<file path="src/design/simd_dup_params.svh">
`ifndef SIMD_DUP_PARAMS_SVH
`define SIMD_DUP_PARAMS_SVH

// ****************************************************************
// Feature query
// ****************************************************************
`define FEATURE_QUERY_LEAF 32'h0000_0001
`define FEATURE_PRESENT_BIT 0

// ****************************************************************
// Floating-point control word fields
// ****************************************************************
`define FCW_INVALID_MASK_BIT 0
`define FCW_INEXACT_MASK_BIT 5

// ****************************************************************
// Extended-precision value layout
// ****************************************************************
`define EXT_EXP_BIAS 17'sh03fff
`define EXT_EXP_MAX 15'h7fff
`define EXT_TOP_SHIFT 17'sh0003f

// ****************************************************************
// Memory lines
// ****************************************************************
`define LINE_BYTES 64'h0000_0000_0000_0010
`define LINE_OFFSET_ZERO 4'h0

`endif

</file>
<file path="src/design/simd_dup_pkg.sv">
package simd_dup_pkg;

   typedef enum logic [3:0] {
      OP_STORE_INT_TRUNCATE_POP = 4'h0,
      OP_UNALIGNED_SPLIT_LOAD = 4'h1,
      OP_DUP_ODD_SINGLES_MOVE = 4'h2,
      OP_DUP_EVEN_SINGLES_MOVE = 4'h3,
      OP_DUP_DOUBLE_MOVE = 4'h4,
      OP_ADDSUB_SINGLE = 4'h5,
      OP_ADDSUB_DOUBLE = 4'h6,
      OP_HORIZ_ADD_SINGLE = 4'h7,
      OP_HORIZ_ADD_DOUBLE = 4'h8,
      OP_HORIZ_SUB_SINGLE = 4'h9,
      OP_HORIZ_SUB_DOUBLE = 4'ha,
      OP_WATCH_ADDRESS = 4'hb,
      OP_WAIT_FOR_WATCHED_STORE = 4'hc,
      OP_FEATURE_QUERY = 4'hd
   } op_t;

   typedef enum logic [1:0] {
      MODE_PROTECTED = 2'h0,
      MODE_COMPAT = 2'h1,
      MODE_LONG64 = 2'h2
   } mode_t;

   typedef enum logic [1:0] {
      SIZE_WORD = 2'h0,
      SIZE_DWORD = 2'h1,
      SIZE_QWORD = 2'h2
   } int_size_t;

   typedef struct packed {
      logic present;
      logic w;
      logic r;
      logic b;
   } ext_prefix_t;

   typedef struct packed {
      op_t op;
      mode_t mode;
      ext_prefix_t prefix;
      logic [2:0] reg_field;
      int_size_t size;
      logic [15:0] fp_control_word;
      logic [79:0] stack_top;
      logic [127:0] vsrc;
      logic [63:0] addr;
      logic [63:0] gp_a;
      logic [63:0] gp_c;
      logic [31:0] leaf;
   } req_t;

   typedef struct packed {
      logic vec_we;
      logic [3:0] vec_idx;
      logic [127:0] vec_data;
      logic gp_we;
      logic [63:0] gp_data;
      logic store_we;
      logic [3:0] store_bytes;
      logic [63:0] store_data;
      logic pop;
      logic fp_invalid;
      logic fp_inexact;
      logic fp_fault;
      logic watch_arm;
      logic wait_req;
      logic [63:0] watch_addr;
      logic [31:0] wait_hint;
      logic [31:0] watch_ext;
      logic deferred;
   } rsp_t;

   function automatic logic [3:0] int_size_bytes(input int_size_t s);
      case (s)
         SIZE_WORD: int_size_bytes = 4'h2;
         SIZE_DWORD: int_size_bytes = 4'h4;
         default: int_size_bytes = 4'h8;
      endcase
   endfunction

endpackage

</file>
<file path="src/design/fp_trunc_int.sv">
`timescale 1ns/1ps
`default_nettype none
`include "simd_dup_params.svh"

module fp_trunc_int (
   input wire logic [79:0] value,
   input wire simd_dup_pkg::int_size_t size,
   output logic [63:0] result,
   output logic invalid,
   output logic inexact
);

   logic sign;
   logic [14:0] expo;
   logic [63:0] mant;
   logic signed [16:0] unb;
   logic [5:0] sh;
   logic [63:0] mag;
   logic [63:0] lost;
   logic [63:0] limit;
   logic [6:0] top;

   // Rounding control is never consulted: the shift simply drops bits
   always_comb begin
      sign = value[79];
      expo = value[78:64];
      mant = value[63:0];
      unb = signed'({2'b00, expo}) - `EXT_EXP_BIAS;
      sh = 6'h00;
      mag = 64'h0;
      lost = 64'h0;
      invalid = 1'b0;
      top = 7'({simd_dup_pkg::int_size_bytes(size), 3'b000} - 7'h01);
      limit = 64'h1 << top;
      if (expo == `EXT_EXP_MAX) begin
         invalid = 1'b1;
      end else if (unb > `EXT_TOP_SHIFT) begin
         invalid = 1'b1;
      end else if (unb >= 17'sh00000) begin
         sh = 6'(`EXT_TOP_SHIFT - unb);
         mag = mant >> sh;
         lost = mant & ((64'h1 << sh) - 64'h1);
      end else begin
         lost = mant;
      end
      if (mag > limit || (mag == limit && !sign)) begin
         invalid = 1'b1;
      end
      inexact = !invalid && (lost != 64'h0);
      // Integer indefinite for the chosen width on any invalid case
      result = invalid ? limit : (sign ? (~mag + 64'h1) : mag);
   end

endmodule
`default_nettype wire

</file>
<file path="src/design/simd_dup_load_truncate_ext.sv">
// Overview of operation
// - Feature query leaf 1 returns count register with bit 0 set.
// - Extension has thirteen instructions: ten vector, one stack, two sync.
// - No new architectural state; only transient pipeline holding registers.
// - Watch and wait read general registers and never write them back.
// - In 64-bit mode prefix r bit reaches vector registers 8 to 15.
// - Wide-operand bit selects a 64-bit general register only for the watch address.
// - Prefix ignored where meaningless; instruction runs as if absent.
// - Compatibility mode behaves exactly like protected mode.
// - Vector control/status governs vector math; no new data types.
// - Truncating store chops toward zero, ignores rounding, stores, pops.
// - Truncating store supports 16, 32 and 64 bit destinations.
// - Control word matters only via invalid and inexact exception masks.
// - Aligned split load fetches exactly the sixteen requested bytes.
// - Unaligned split load fetches 32 aligned bytes, extracts sixteen.
// - Odd duplicate writes source elements 3,3,1,1 into lanes 3..0.
// - Even duplicate writes source elements 2,2,0,0 into lanes 3..0.
// - Double duplicate copies 64-bit source into both result halves.
`timescale 1ns/1ps
`default_nettype none
`include "simd_dup_params.svh"

module simd_dup_load_truncate_ext (
   input wire logic clk_sys,
   input wire logic reset,
   input wire logic req_valid,
   input wire simd_dup_pkg::req_t req,
   output logic req_ready,
   output logic mem_req_valid,
   output logic [63:0] mem_addr,
   input wire logic mem_req_ready,
   input wire logic mem_rsp_valid,
   input wire logic [127:0] mem_rsp_data,
   output logic rsp_valid,
   output simd_dup_pkg::rsp_t rsp
);

   // ****************************************************************
   // Types and state
   // ****************************************************************
   typedef enum logic [5:0] {
      S_IDLE = 6'h01,
      S_REQ_LO = 6'h02,
      S_WAIT_LO = 6'h04,
      S_REQ_HI = 6'h08,
      S_WAIT_HI = 6'h10,
      S_EXEC = 6'h20
   } state_t;

   state_t state_reg;
   state_t state_next;
   simd_dup_pkg::req_t req_reg;
   simd_dup_pkg::rsp_t rsp_reg;
   simd_dup_pkg::rsp_t rsp_next;
   logic rsp_valid_reg;
   logic [63:0] mem_addr_reg;
   logic [255:0] line_reg;
   logic accept;
   logic aligned;
   logic long64;
   logic ext_r;
   logic wide;
   logic [63:0] trunc_val;
   logic trunc_invalid;
   logic trunc_inexact;
   logic [1:0] fetch_cnt_reg;

   function automatic logic [127:0] extract16(input logic [255:0] blk,
                                             input logic [3:0] off);
      logic [255:0] s;
      s = blk >> {off, 3'b000};
      extract16 = s[127:0];
   endfunction

   assign accept = req_valid && req_ready;
   assign req_ready = (state_reg == S_IDLE);
   assign mem_req_valid = (state_reg == S_REQ_LO) || (state_reg == S_REQ_HI);
   assign mem_addr = mem_addr_reg;
   assign rsp_valid = rsp_valid_reg;
   assign rsp = rsp_reg;

   // Only the 64-bit mode test is made, so compatibility mode takes the
   // protected-mode path with no further gating
   assign long64 = (req_reg.mode == simd_dup_pkg::MODE_LONG64);
   assign ext_r = long64 && req_reg.prefix.present && req_reg.prefix.r;
   assign wide = long64 && req_reg.prefix.present && req_reg.prefix.w;
   assign aligned = (req_reg.addr[3:0] == `LINE_OFFSET_ZERO);

   fp_trunc_int u_trunc (
      .value(req_reg.stack_top),
      .size(req_reg.size),
      .result(trunc_val),
      .invalid(trunc_invalid),
      .inexact(trunc_inexact)
   );

   // ****************************************************************
   // Sequencing
   // ****************************************************************
   always_comb begin
      state_next = state_reg;
      case (state_reg)
         S_IDLE: begin
            if (req_valid) begin
               if (req.op == simd_dup_pkg::OP_UNALIGNED_SPLIT_LOAD) begin
                  state_next = S_REQ_LO;
               end else begin
                  state_next = S_EXEC;
               end
            end
         end
         S_REQ_LO: begin
            if (mem_req_ready) begin
               state_next = S_WAIT_LO;
            end
         end
         S_WAIT_LO: begin
            if (mem_rsp_valid) begin
               // An aligned request never touches the next line
               state_next = aligned ? S_EXEC : S_REQ_HI;
            end
         end
         S_REQ_HI: begin
            if (mem_req_ready) begin
               state_next = S_WAIT_HI;
            end
         end
         S_WAIT_HI: begin
            if (mem_rsp_valid) begin
               state_next = S_EXEC;
            end
         end
         S_EXEC: begin
            state_next = S_IDLE;
         end
         default: begin
            state_next = S_IDLE;
         end
      endcase
   end

   always_ff @(posedge clk_sys or posedge reset) begin
      if (reset) begin
         state_reg <= S_IDLE;
      end else begin
         state_reg <= state_next;
      end
   end

   // Holding copy of the request; kept after completion until the next accept,
   // nothing here is visible to save or restore
   always_ff @(posedge clk_sys or posedge reset) begin
      if (reset) begin
         req_reg <= '0;
      end else if (accept) begin
         req_reg <= req;
      end
   end

   // ****************************************************************
   // Split load fetch
   // ****************************************************************
   always_ff @(posedge clk_sys or posedge reset) begin
      if (reset) begin
         mem_addr_reg <= 64'h0;
      end else if (accept) begin
         mem_addr_reg <= {req.addr[63:4], `LINE_OFFSET_ZERO};
      end else if (state_reg == S_WAIT_LO && mem_rsp_valid) begin
         mem_addr_reg <= mem_addr_reg + `LINE_BYTES;
      end
   end

   always_ff @(posedge clk_sys or posedge reset) begin
      if (reset) begin
         line_reg <= 256'h0;
      end else if (state_reg == S_WAIT_LO && mem_rsp_valid) begin
         line_reg[127:0] <= mem_rsp_data;
      end else if (state_reg == S_WAIT_HI && mem_rsp_valid) begin
         line_reg[255:128] <= mem_rsp_data;
      end
   end

   // ****************************************************************
   // Result formation
   // ****************************************************************
   always_comb begin
      rsp_next = '0;
      rsp_next.vec_idx = {ext_r, req_reg.reg_field};
      case (req_reg.op)
         simd_dup_pkg::OP_DUP_ODD_SINGLES_MOVE: begin
            rsp_next.vec_we = 1'b1;
            rsp_next.vec_data = {req_reg.vsrc[127:96], req_reg.vsrc[127:96],
               req_reg.vsrc[63:32], req_reg.vsrc[63:32]};
         end
         simd_dup_pkg::OP_DUP_EVEN_SINGLES_MOVE: begin
            rsp_next.vec_we = 1'b1;
            rsp_next.vec_data = {req_reg.vsrc[95:64], req_reg.vsrc[95:64],
               req_reg.vsrc[31:0], req_reg.vsrc[31:0]};
         end
         simd_dup_pkg::OP_DUP_DOUBLE_MOVE: begin
            // Raw bit copy: the vector control/status has no say over moves
            rsp_next.vec_we = 1'b1;
            rsp_next.vec_data = {req_reg.vsrc[63:0],
               req_reg.vsrc[63:0]};
         end
         simd_dup_pkg::OP_UNALIGNED_SPLIT_LOAD: begin
            rsp_next.vec_we = 1'b1;
            rsp_next.vec_data = extract16(line_reg,
               req_reg.addr[3:0]);
         end
         simd_dup_pkg::OP_STORE_INT_TRUNCATE_POP: begin
            rsp_next.fp_invalid = trunc_invalid;
            rsp_next.fp_inexact = trunc_inexact;
            rsp_next.store_bytes =
               simd_dup_pkg::int_size_bytes(req_reg.size);
            // Unmasked invalid leaves memory and the stack untouched
            if (trunc_invalid &&
                !req_reg.fp_control_word[`FCW_INVALID_MASK_BIT]) begin
               rsp_next.fp_fault = 1'b1;
            end else begin
               rsp_next.store_we = 1'b1;
               rsp_next.store_data = trunc_val;
               rsp_next.pop = 1'b1;
               rsp_next.fp_fault = trunc_inexact &&
                  !req_reg.fp_control_word[`FCW_INEXACT_MASK_BIT];
            end
         end
         simd_dup_pkg::OP_WATCH_ADDRESS: begin
            rsp_next.watch_arm = 1'b1;
            rsp_next.watch_addr = wide ? req_reg.gp_a :
               {32'h0, req_reg.gp_a[31:0]};
            rsp_next.watch_ext = req_reg.gp_c[31:0];
            rsp_next.wait_hint = 32'h0;
         end
         simd_dup_pkg::OP_WAIT_FOR_WATCHED_STORE: begin
            rsp_next.wait_req = 1'b1;
            rsp_next.wait_hint = req_reg.gp_a[31:0];
            rsp_next.watch_ext = req_reg.gp_c[31:0];
         end
         simd_dup_pkg::OP_FEATURE_QUERY: begin
            rsp_next.gp_we = 1'b1;
            if (req_reg.leaf == `FEATURE_QUERY_LEAF) begin
               rsp_next.gp_data[`FEATURE_PRESENT_BIT] = 1'b1;
            end
         end
         default: begin
            // Packed and horizontal add/sub run in the FP unit
            rsp_next.deferred = 1'b1;
         end
      endcase
   end

   always_ff @(posedge clk_sys or posedge reset) begin
      if (reset) begin
         rsp_reg <= '0;
      end else if (state_reg == S_EXEC) begin
         rsp_reg <= rsp_next;
      end
   end

   always_ff @(posedge clk_sys or posedge reset) begin
      if (reset) begin
         rsp_valid_reg <= 1'b0;
      end else begin
         rsp_valid_reg <= (state_reg == S_EXEC);
      end
   end

   // ****************************************************************
   // Checks
   // ****************************************************************
   always_ff @(posedge clk_sys or posedge reset) begin
      if (reset) begin
         fetch_cnt_reg <= 2'h0;
      end else if (accept) begin
         fetch_cnt_reg <= 2'h0;
      end else if (mem_req_valid && mem_req_ready) begin
         fetch_cnt_reg <= fetch_cnt_reg + 2'h1;
      end
   end
endmodule
`default_nettype wire

</file>
<file path="config.mk">
export PLATFORM = sky130hd
export DESIGN_NAME = simd_dup_load_truncate_ext
export DESIGN_NICKNAME = d
export VERILOG_FILES = /design/src/design/simd_dup_pkg.sv /design/src/design/fp_trunc_int.sv /design/src/design/simd_dup_load_truncate_ext.sv
export VERILOG_INCLUDE_DIRS = /design/src /design/src/design
export SDC_FILE = /design/constraint.sdc
export NUM_CORES = 2
export LEC_CHECK = 0
export BUFFER_PORTS_ARGS = -buffer_cell sky130_fd_sc_hd__buf_2
export CAP_MARGIN = 10
export CORE_AREA = 2 2 417 419
export CTS_BUF_LIST = sky130_fd_sc_hd__clkbuf_8 sky130_fd_sc_hd__clkbuf_16
export CTS_CLUSTER_SIZE = 24
export DETAILED_ROUTE_END_ITERATION = 8
export DIE_AREA = 0 0 419 421
export SETUP_SLACK_MARGIN = 0.02
export SYNTH_ARGS = -nofsm -noshare
export SYNTH_HDL_FRONTEND = slang
export SYNTH_HIERARCHICAL = 1
export SYNTH_SLANG_ARGS = --single-unit
</file>
<file path="constraint.sdc">
create_clock -name clk_sys -period 65 [get_ports clk_sys]
set_input_delay 3.25 -clock clk_sys [delete_from_list [all_inputs] [get_ports clk_sys]]
set_output_delay 3.25 -clock clk_sys [all_outputs]
set_load 0.05 [all_outputs]
</file>
; ---- Word-level counts from Yosys, hierarchy flattened
; Index checks and enable logic that the tools add are counted.
[op_classes]
n_addsub = 6
n_lt_le_gt_ge = 3
n_eq_ne = 24
shifts = 4
mux = 37
bitwise = 3
n_reduce_logical = 25
[op_table]
columns = op, n
row1 = $mux 64, 12
row2 = $pmux 128 s4, 1
row3 = $shr 256x7->128, 1
row4 = $pmux 64 s2, 1
row5 = $mux 73, 1
row6 = $mux 65, 1
row7 = $add 64x1->64 const B, 1
row8 = $add 64x5->64 const B, 1
row9 = $and 64x64->64, 1
row10 = $eq 64x64->1, 1
row11 = $gt 64x64->1, 1
row12 = $not 64->64, 1
row13 = $reduce_bool 64->1, 1
row14 = $shl 1x6->64 const A, 1
row15 = $shl 1x7->64 const A, 1
row16 = $shr 64x6->64, 1
row17 = $sub 64x1->64 const B, 1
row18 = $mux 6, 7
row19 = $eq 32x1->1 const B, 1
row20 = $pmux 6 s5, 1
row21 = $ge 16x1->1 const B, 1
row22 = $gt 16x7->1 const B, 1
row23 = $sub 15x14->16 const B, 1
row24 = $eq 15x15->1 const B, 1
row25 = 28 further kinds, 61
[word_totals]
regBits = 1026
inputBits = 596
out_inout_bits = 469
word_cells = 139

; ---- Logic depth before layout (Yosys ltp)
[depth]
word_depth = 15
mapped_depth = 31
mapped_depth_nobuf = 19

; ---- Cells and area by module
; The synthesis kept the hierarchy.
[by_module_without_submodules]
columns = module, n_inst, cells_per_inst, area_per_inst_um2
row1 = simd_dup_load_truncate_ext, 1, 5186, 49515.0
row2 = fp_trunc_int, 1, 1585, 11099.4

; ---- Worst setup path after synthesis
; No wires, ideal clock.
[synth_timing]
path_type = register to register
from = reg req_reg[416] (netlist bit)
to = reg rsp_reg (netlist bit rsp[143])
setup_ns = 0.067
arrival_time_ns = 6.309
required_time_ns = 64.933
slack_ns = 58.624
path_stages_with_launch = 31
n_path_buf = 15
synth_period_minus_slack_ns = 6.376
cell_sequence = dfrtp_1 > buf_4 > inv_2 > buf_2 > buf_1 > buf_2 > ha_1 > buf_6 > buf_6 > buf_4 > buf_4 > buf_4 > buf_4 > buf_4 > nand3b_1 > o2bb2ai_1 > mux2i_1 > nand4_1 > o311a_1 > a21o_1 > nor4_1 > and4_1 > a21oi_1 > a2bb2oi_1 > buf_2 > buf_4 > nor2b_1 > nor3_1 > clkbuf_1 > clkbuf_1 > a22o_1
[synth_via]
elab_chain_len = 13
[synth_rtl]
columns = element, line_no
row1 = from (decl), simd_dup_load_truncate_ext.sv:52  ; simd_dup_pkg::req_t req_reg;
row2 = from (signal assigned), simd_dup_load_truncate_ext.sv:156  ; req_reg <= req;
row3 = branches (longest 9 deep; another with $gt 64x64->1), --
row4 = $mux 1 *, fp_trunc_int.sv:46  ; if (mag > limit || (mag == limit && !sign)) begin
row5 = net trunc_invalid, simd_dup_load_truncate_ext.sv:64  ; logic trunc_invalid;
row6 = $mux 64 / $logic_and 1x1->1 (equally long branches), "fp_trunc_int.sv:51, simd_dup_load_truncate_ext.sv:217"
row7 = $mux 65 *, simd_dup_load_truncate_ext.sv:217  ; if (trunc_invalid &&
row8 = $mux 73 *, simd_dup_load_truncate_ext.sv:189  ; case (req_reg.op)
row9 = to (signal assigned), simd_dup_load_truncate_ext.sv:257  ; rsp_reg <= rsp_next;
row10 = to (decl), simd_dup_load_truncate_ext.sv:53  ; simd_dup_pkg::rsp_t rsp_reg;
; Mark *: on every way through the listed nets, which the timed path passes.
; A chain may end at the register's enable or synchronous reset.

; ---- Final worst setup path
[layout_timing]
from = reg req_reg[417] (netlist bit)
to = reg rsp_reg (netlist bit rsp[131])
[layout_via]
elab_chain_len = 15
[layout_rtl]
columns = element, line_no
row1 = branches (longest 9 deep; another with $gt 64x64->1), --
row2 = $mux 1 *, fp_trunc_int.sv:46
row3 = net trunc_invalid, simd_dup_load_truncate_ext.sv:64
row4 = $logic_not 1->1 *, fp_trunc_int.sv:49  ; inexact = !invalid && (lost != 64'h0);
row5 = $logic_and 1x1->1 *, fp_trunc_int.sv:49
row6 = net trunc_inexact, simd_dup_load_truncate_ext.sv:65  ; logic trunc_inexact;
row7 = $logic_and 1x1->1 *, simd_dup_load_truncate_ext.sv:224  ; rsp_next.fp_fault = trunc_inexact &&
row8 = $mux 1 *, simd_dup_load_truncate_ext.sv:217
row9 = $mux 73 *, simd_dup_load_truncate_ext.sv:189
; Marks and branches as above.

==> impl_metrics.csv <==
group,metric,value,unit
die,io_pins,1065,
grt,global_route_wire_length_before_repair,427400,um
job,max_cap_violations,0,
clocking,cts_hold_buffers,0,
critical_path,crit_family,"compound AO/OA/AOI/OAI gates",
yosys,synth_area_per_cell,8.952,um^2
critical_path,cp_num_buf_inv,3,
routing,drt_first_pass_iters,9,
critical_path,crit_arrival,9.17,ns
yosys,synth.cell_area,60610,um^2
timing,final-hold-violation-count,0,
yosys,synthesis.instances,6771,
routing,vias,58705,
clocking,htree_levels,3,
grt,groute.usage.overall,33.55,%
clocking,clockRootBuffer,"clkbuf_16",
layout,fin_nets,8044,
critical_path,worst-path-max-fanout,63,
yosys,seq_area_frac_synth,41.62,%
critical_path,path_depth,19,
routing,via_count_normalized_by_instance_count,5.938,
critical_path,cpMaxStageDelayCell,"a41oi_1",
die,std_cell_rows,153,
grt,globalRoute.totalOverflow,0,
critical_path,critical_path.startpoint_type,"flip-flop",
routing,detail_route.wirelength,305700,um
power_and_ir_drop,p_leak,0.03441,uW
place,io_buf_count,949,
critical_path,timing.critical_path.required,65.67,ns
die,floorplan.die_area,176400,um^2
power_and_ir_drop,power_density,58.03,nW/um^2
yosys,ys_seq_elements,1008,
grt,antenna_found_initial,61,
clocking,clock_sinks,1008,
critical_path,worst_path_most_repeated_cell,"o21ai_0",
die,starting_utilization_of_the_core_area,35.14,%
timing,timing.final.setup_violations,0,
critical_path,cp_cell_sequence,"inv_1, ha_4, buf_4, mux2_2, mux2i_1, mux2_2, o32ai_1, nor4_1, nand4bb_1, o21ai_0, a41oi_1, o21bai_1, a21oi_1, a2bb2oi_4, buf_4, a41oi_1, nor2b_1, o21ai_0, o21ai_0",
timing,grt_setup_unrepaired,"false",
power_and_ir_drop,power.ir.vdd_worst,0.03788,mV
critical_path,timing.setup.critical_path_class,"reg -> reg",
hold_path,hold_path.class,"reg -> reg",
yosys,asyncSetResetFlopFracSynth,100.0,%
critical_path,max_stage_delay,0.96,ns
layout,number_of_flip_flops_in_the_largest_register,356,
critical_path,timing.reg2reg.worst_path_depth,19,
clocking,clock_insertion_delay_worst_skew,0.80,ns
routing,detail_route.drc_violations,0,
critical_path,worstSetupEndpointType,"flip-flop",
place,place_hpwl,232200,um
routing,average_wire_length_per_cell_after_detail_routing,30.92,um
yosys,ys.flop_type,"dfrtp_1",
grt,grt_pass1_vias,54913,
timing,period_needed,8.496,ns
layout,multiInputGateArea,32900,um^2
clocking,num_cts_buffers,116,
timing,max_slew_margin,8.811,%
timing,setup_tns,0,ns
routing,ant_nets,0,
timing,final_min_period_over_clock_period,13.07,%
die,die_h,421,um
clocking,post_cts_sizing,0,
layout,n_fill_cell,17465,
grt,pin_count_of_the_biggest_net_entering_global_routing,144,
timing,timing_worst_slew_pin_value,1.360,ns
layout,synthToLayoutAreaGrowth,17.37,%
yosys,synth_edf_count,0,
yosys,synth.yosys.warnings,6,
timing,finalMaxSlewViolations,0,
clocking,clk_pin_slew_worst_paths,0.06,ns
clocking,cts_setup_buffers,0,
clocking,clk_path_buf_depth,3,
clocking,tritoncts,"built",
timing,fin_worst_skew,0.05433,ns
hold_path,min_delay_path_depth,2,
die,fp.dieW,419,um
place,place_congestion,1.006,
power_and_ir_drop,power,4128,uW
yosys,post_synth_num_cell_types,112,
timing,timing.fmax,117.7,MHz
layout,sequential_cell_area,25240,um^2
run_status,run_status,"finished, final reports clean",
die,coreArea,172500,um^2
layout,drive_above_1_share,23.62,%
routing,first_iter_violations,7799,
-- placed cells by master, fill, tap and decap left out, types with 72 or more instances in the layout --
cell type  Yosys  layout
mux2_2       347     347
buf_2         75     949
o211ai_1      79      79
o21ai_0      312     312
nand2_1     1903    1900
nand3_1      110     110
nor3_1        92      90
buf_4         90     124
a21oi_1      192     192
nor2_1       358     352
dfrtp_1     1007    1001
a22o_1       212     212
a22oi_1      117     117
clkbuf_16      0     117
a222oi_1      72      72
mux2i_1      372     372
-- per-layer routing --
layer / wire length, um / part of all wire, % / GRT usage [%] / vias up
li1: - / - / - / 25530
met1: 121700 / 40 / 43.36 / 29494
met2: 141000 / 46 / 53.29 / 3090
met3: 25100 / 8.2 / 6.550 / 577
met4: 17710 / 5.8 / 16.97 / 14
met5: 80 / 0.026 / 0 / -
-- synthesized netlist by cell type (all sizes together) (54+ instances only) --
cell,count,share of area (%)
dfrtp,1007,42
nor2,358,2.2
mux2,349,6.5
xnor2,54,0.82
nand2,1903,12
mux2i,373,6.2
a221o,54,0.89
nor3,94,0.79
mux4,71,2.6
a22o,212,3.1
o211ai,80,1.0
a211oi,60,0.74
a22oi,117,1.4
nand3,113,0.96
buf,226,2.3
a222oi,72,1.2
clkbuf,372,2.3
a21oi,192,1.6
o21ai,322,2.7
-- report_power, final --
group	leakage [uW]	internal [uW]	switching, uW	total, uW
clock	0.00210	420	296	716
combinational	0.0190	709	1610	2320
sequential	0.0133	810	281	1090
total	0.0344	1940	2190	4130
-- through the flow --
step	cell area (um^2)	instances	worst slack, ns	hold slack, ns	utilization [%]
final	71140	9886	56.50	0.4687	41.25
after global routing	71110	9872	56.19	0.4845	41.23
after CTS	71070	9858	56.80	0.4708	41.21
after detailed placement	66960	9642	56.88	0.4563	38.82
after global placement	66960	9642	56.92	0.4507	38.82
after floorplan	60870	6838	33.39	0.4374	-
-- worst paths after layout --
path,slack [ns],start,to
max,56.50,req_reg[417]$_DFFE_PP0P_,rsp[131]$_DFFE_PP0P_
min,0.47,rsp[132]$_DFFE_PP0P_,rsp[132]$_DFFE_PP0P_
max reg2reg,56.50,req_reg[417]$_DFFE_PP0P_,rsp[131]$_DFFE_PP0P_
min reg2reg,0.47,rsp[132]$_DFFE_PP0P_,rsp[132]$_DFFE_PP0P_
max in group asynchronous,58.58,reset,req_reg[431]$_DFFE_PP0P_
min in group asynchronous,2.65,reset,rsp[389]$_DFFE_PP0P_
-- area by class of cell --
cell class / instances / area share, %
antenna: 28 / 0.09849
clock buffer: 135 / 4.464
clock inverter: 81 / 1.321
inverter: 36 / 0.2005
multi-input combinational: 5196 / 46.25
sequential: 1008 / 35.48
tap: 2325 / 4.089
timing repair buffer: 1077 / 8.097
-- cell families after synthesis --
| family | after synthesis | share of synthesized area (%) |
|---|---|---|
| other | 2 | 0.01239 |
| and+or+nand+nor | 2771 | 19.26 |
| muxes | 793 | 15.30 |
| AOI/OAI and AO/OA | 1458 | 17.37 |
| adders and majority gates | 13 | 0.2684 |
| buffers and inverters | 634 | 4.801 |
| xor gates and xnor gates | 92 | 1.373 |
| DFF | 1008 | 41.62 |
-- tightest hold or removal path, cell delays in order, from the launching register on --
cell	delay, ns
dfrtp_1	0.34
nand2_1	0.05
nand2_1	0.05
No activity file was read; power rests on OpenSTA's default activity.
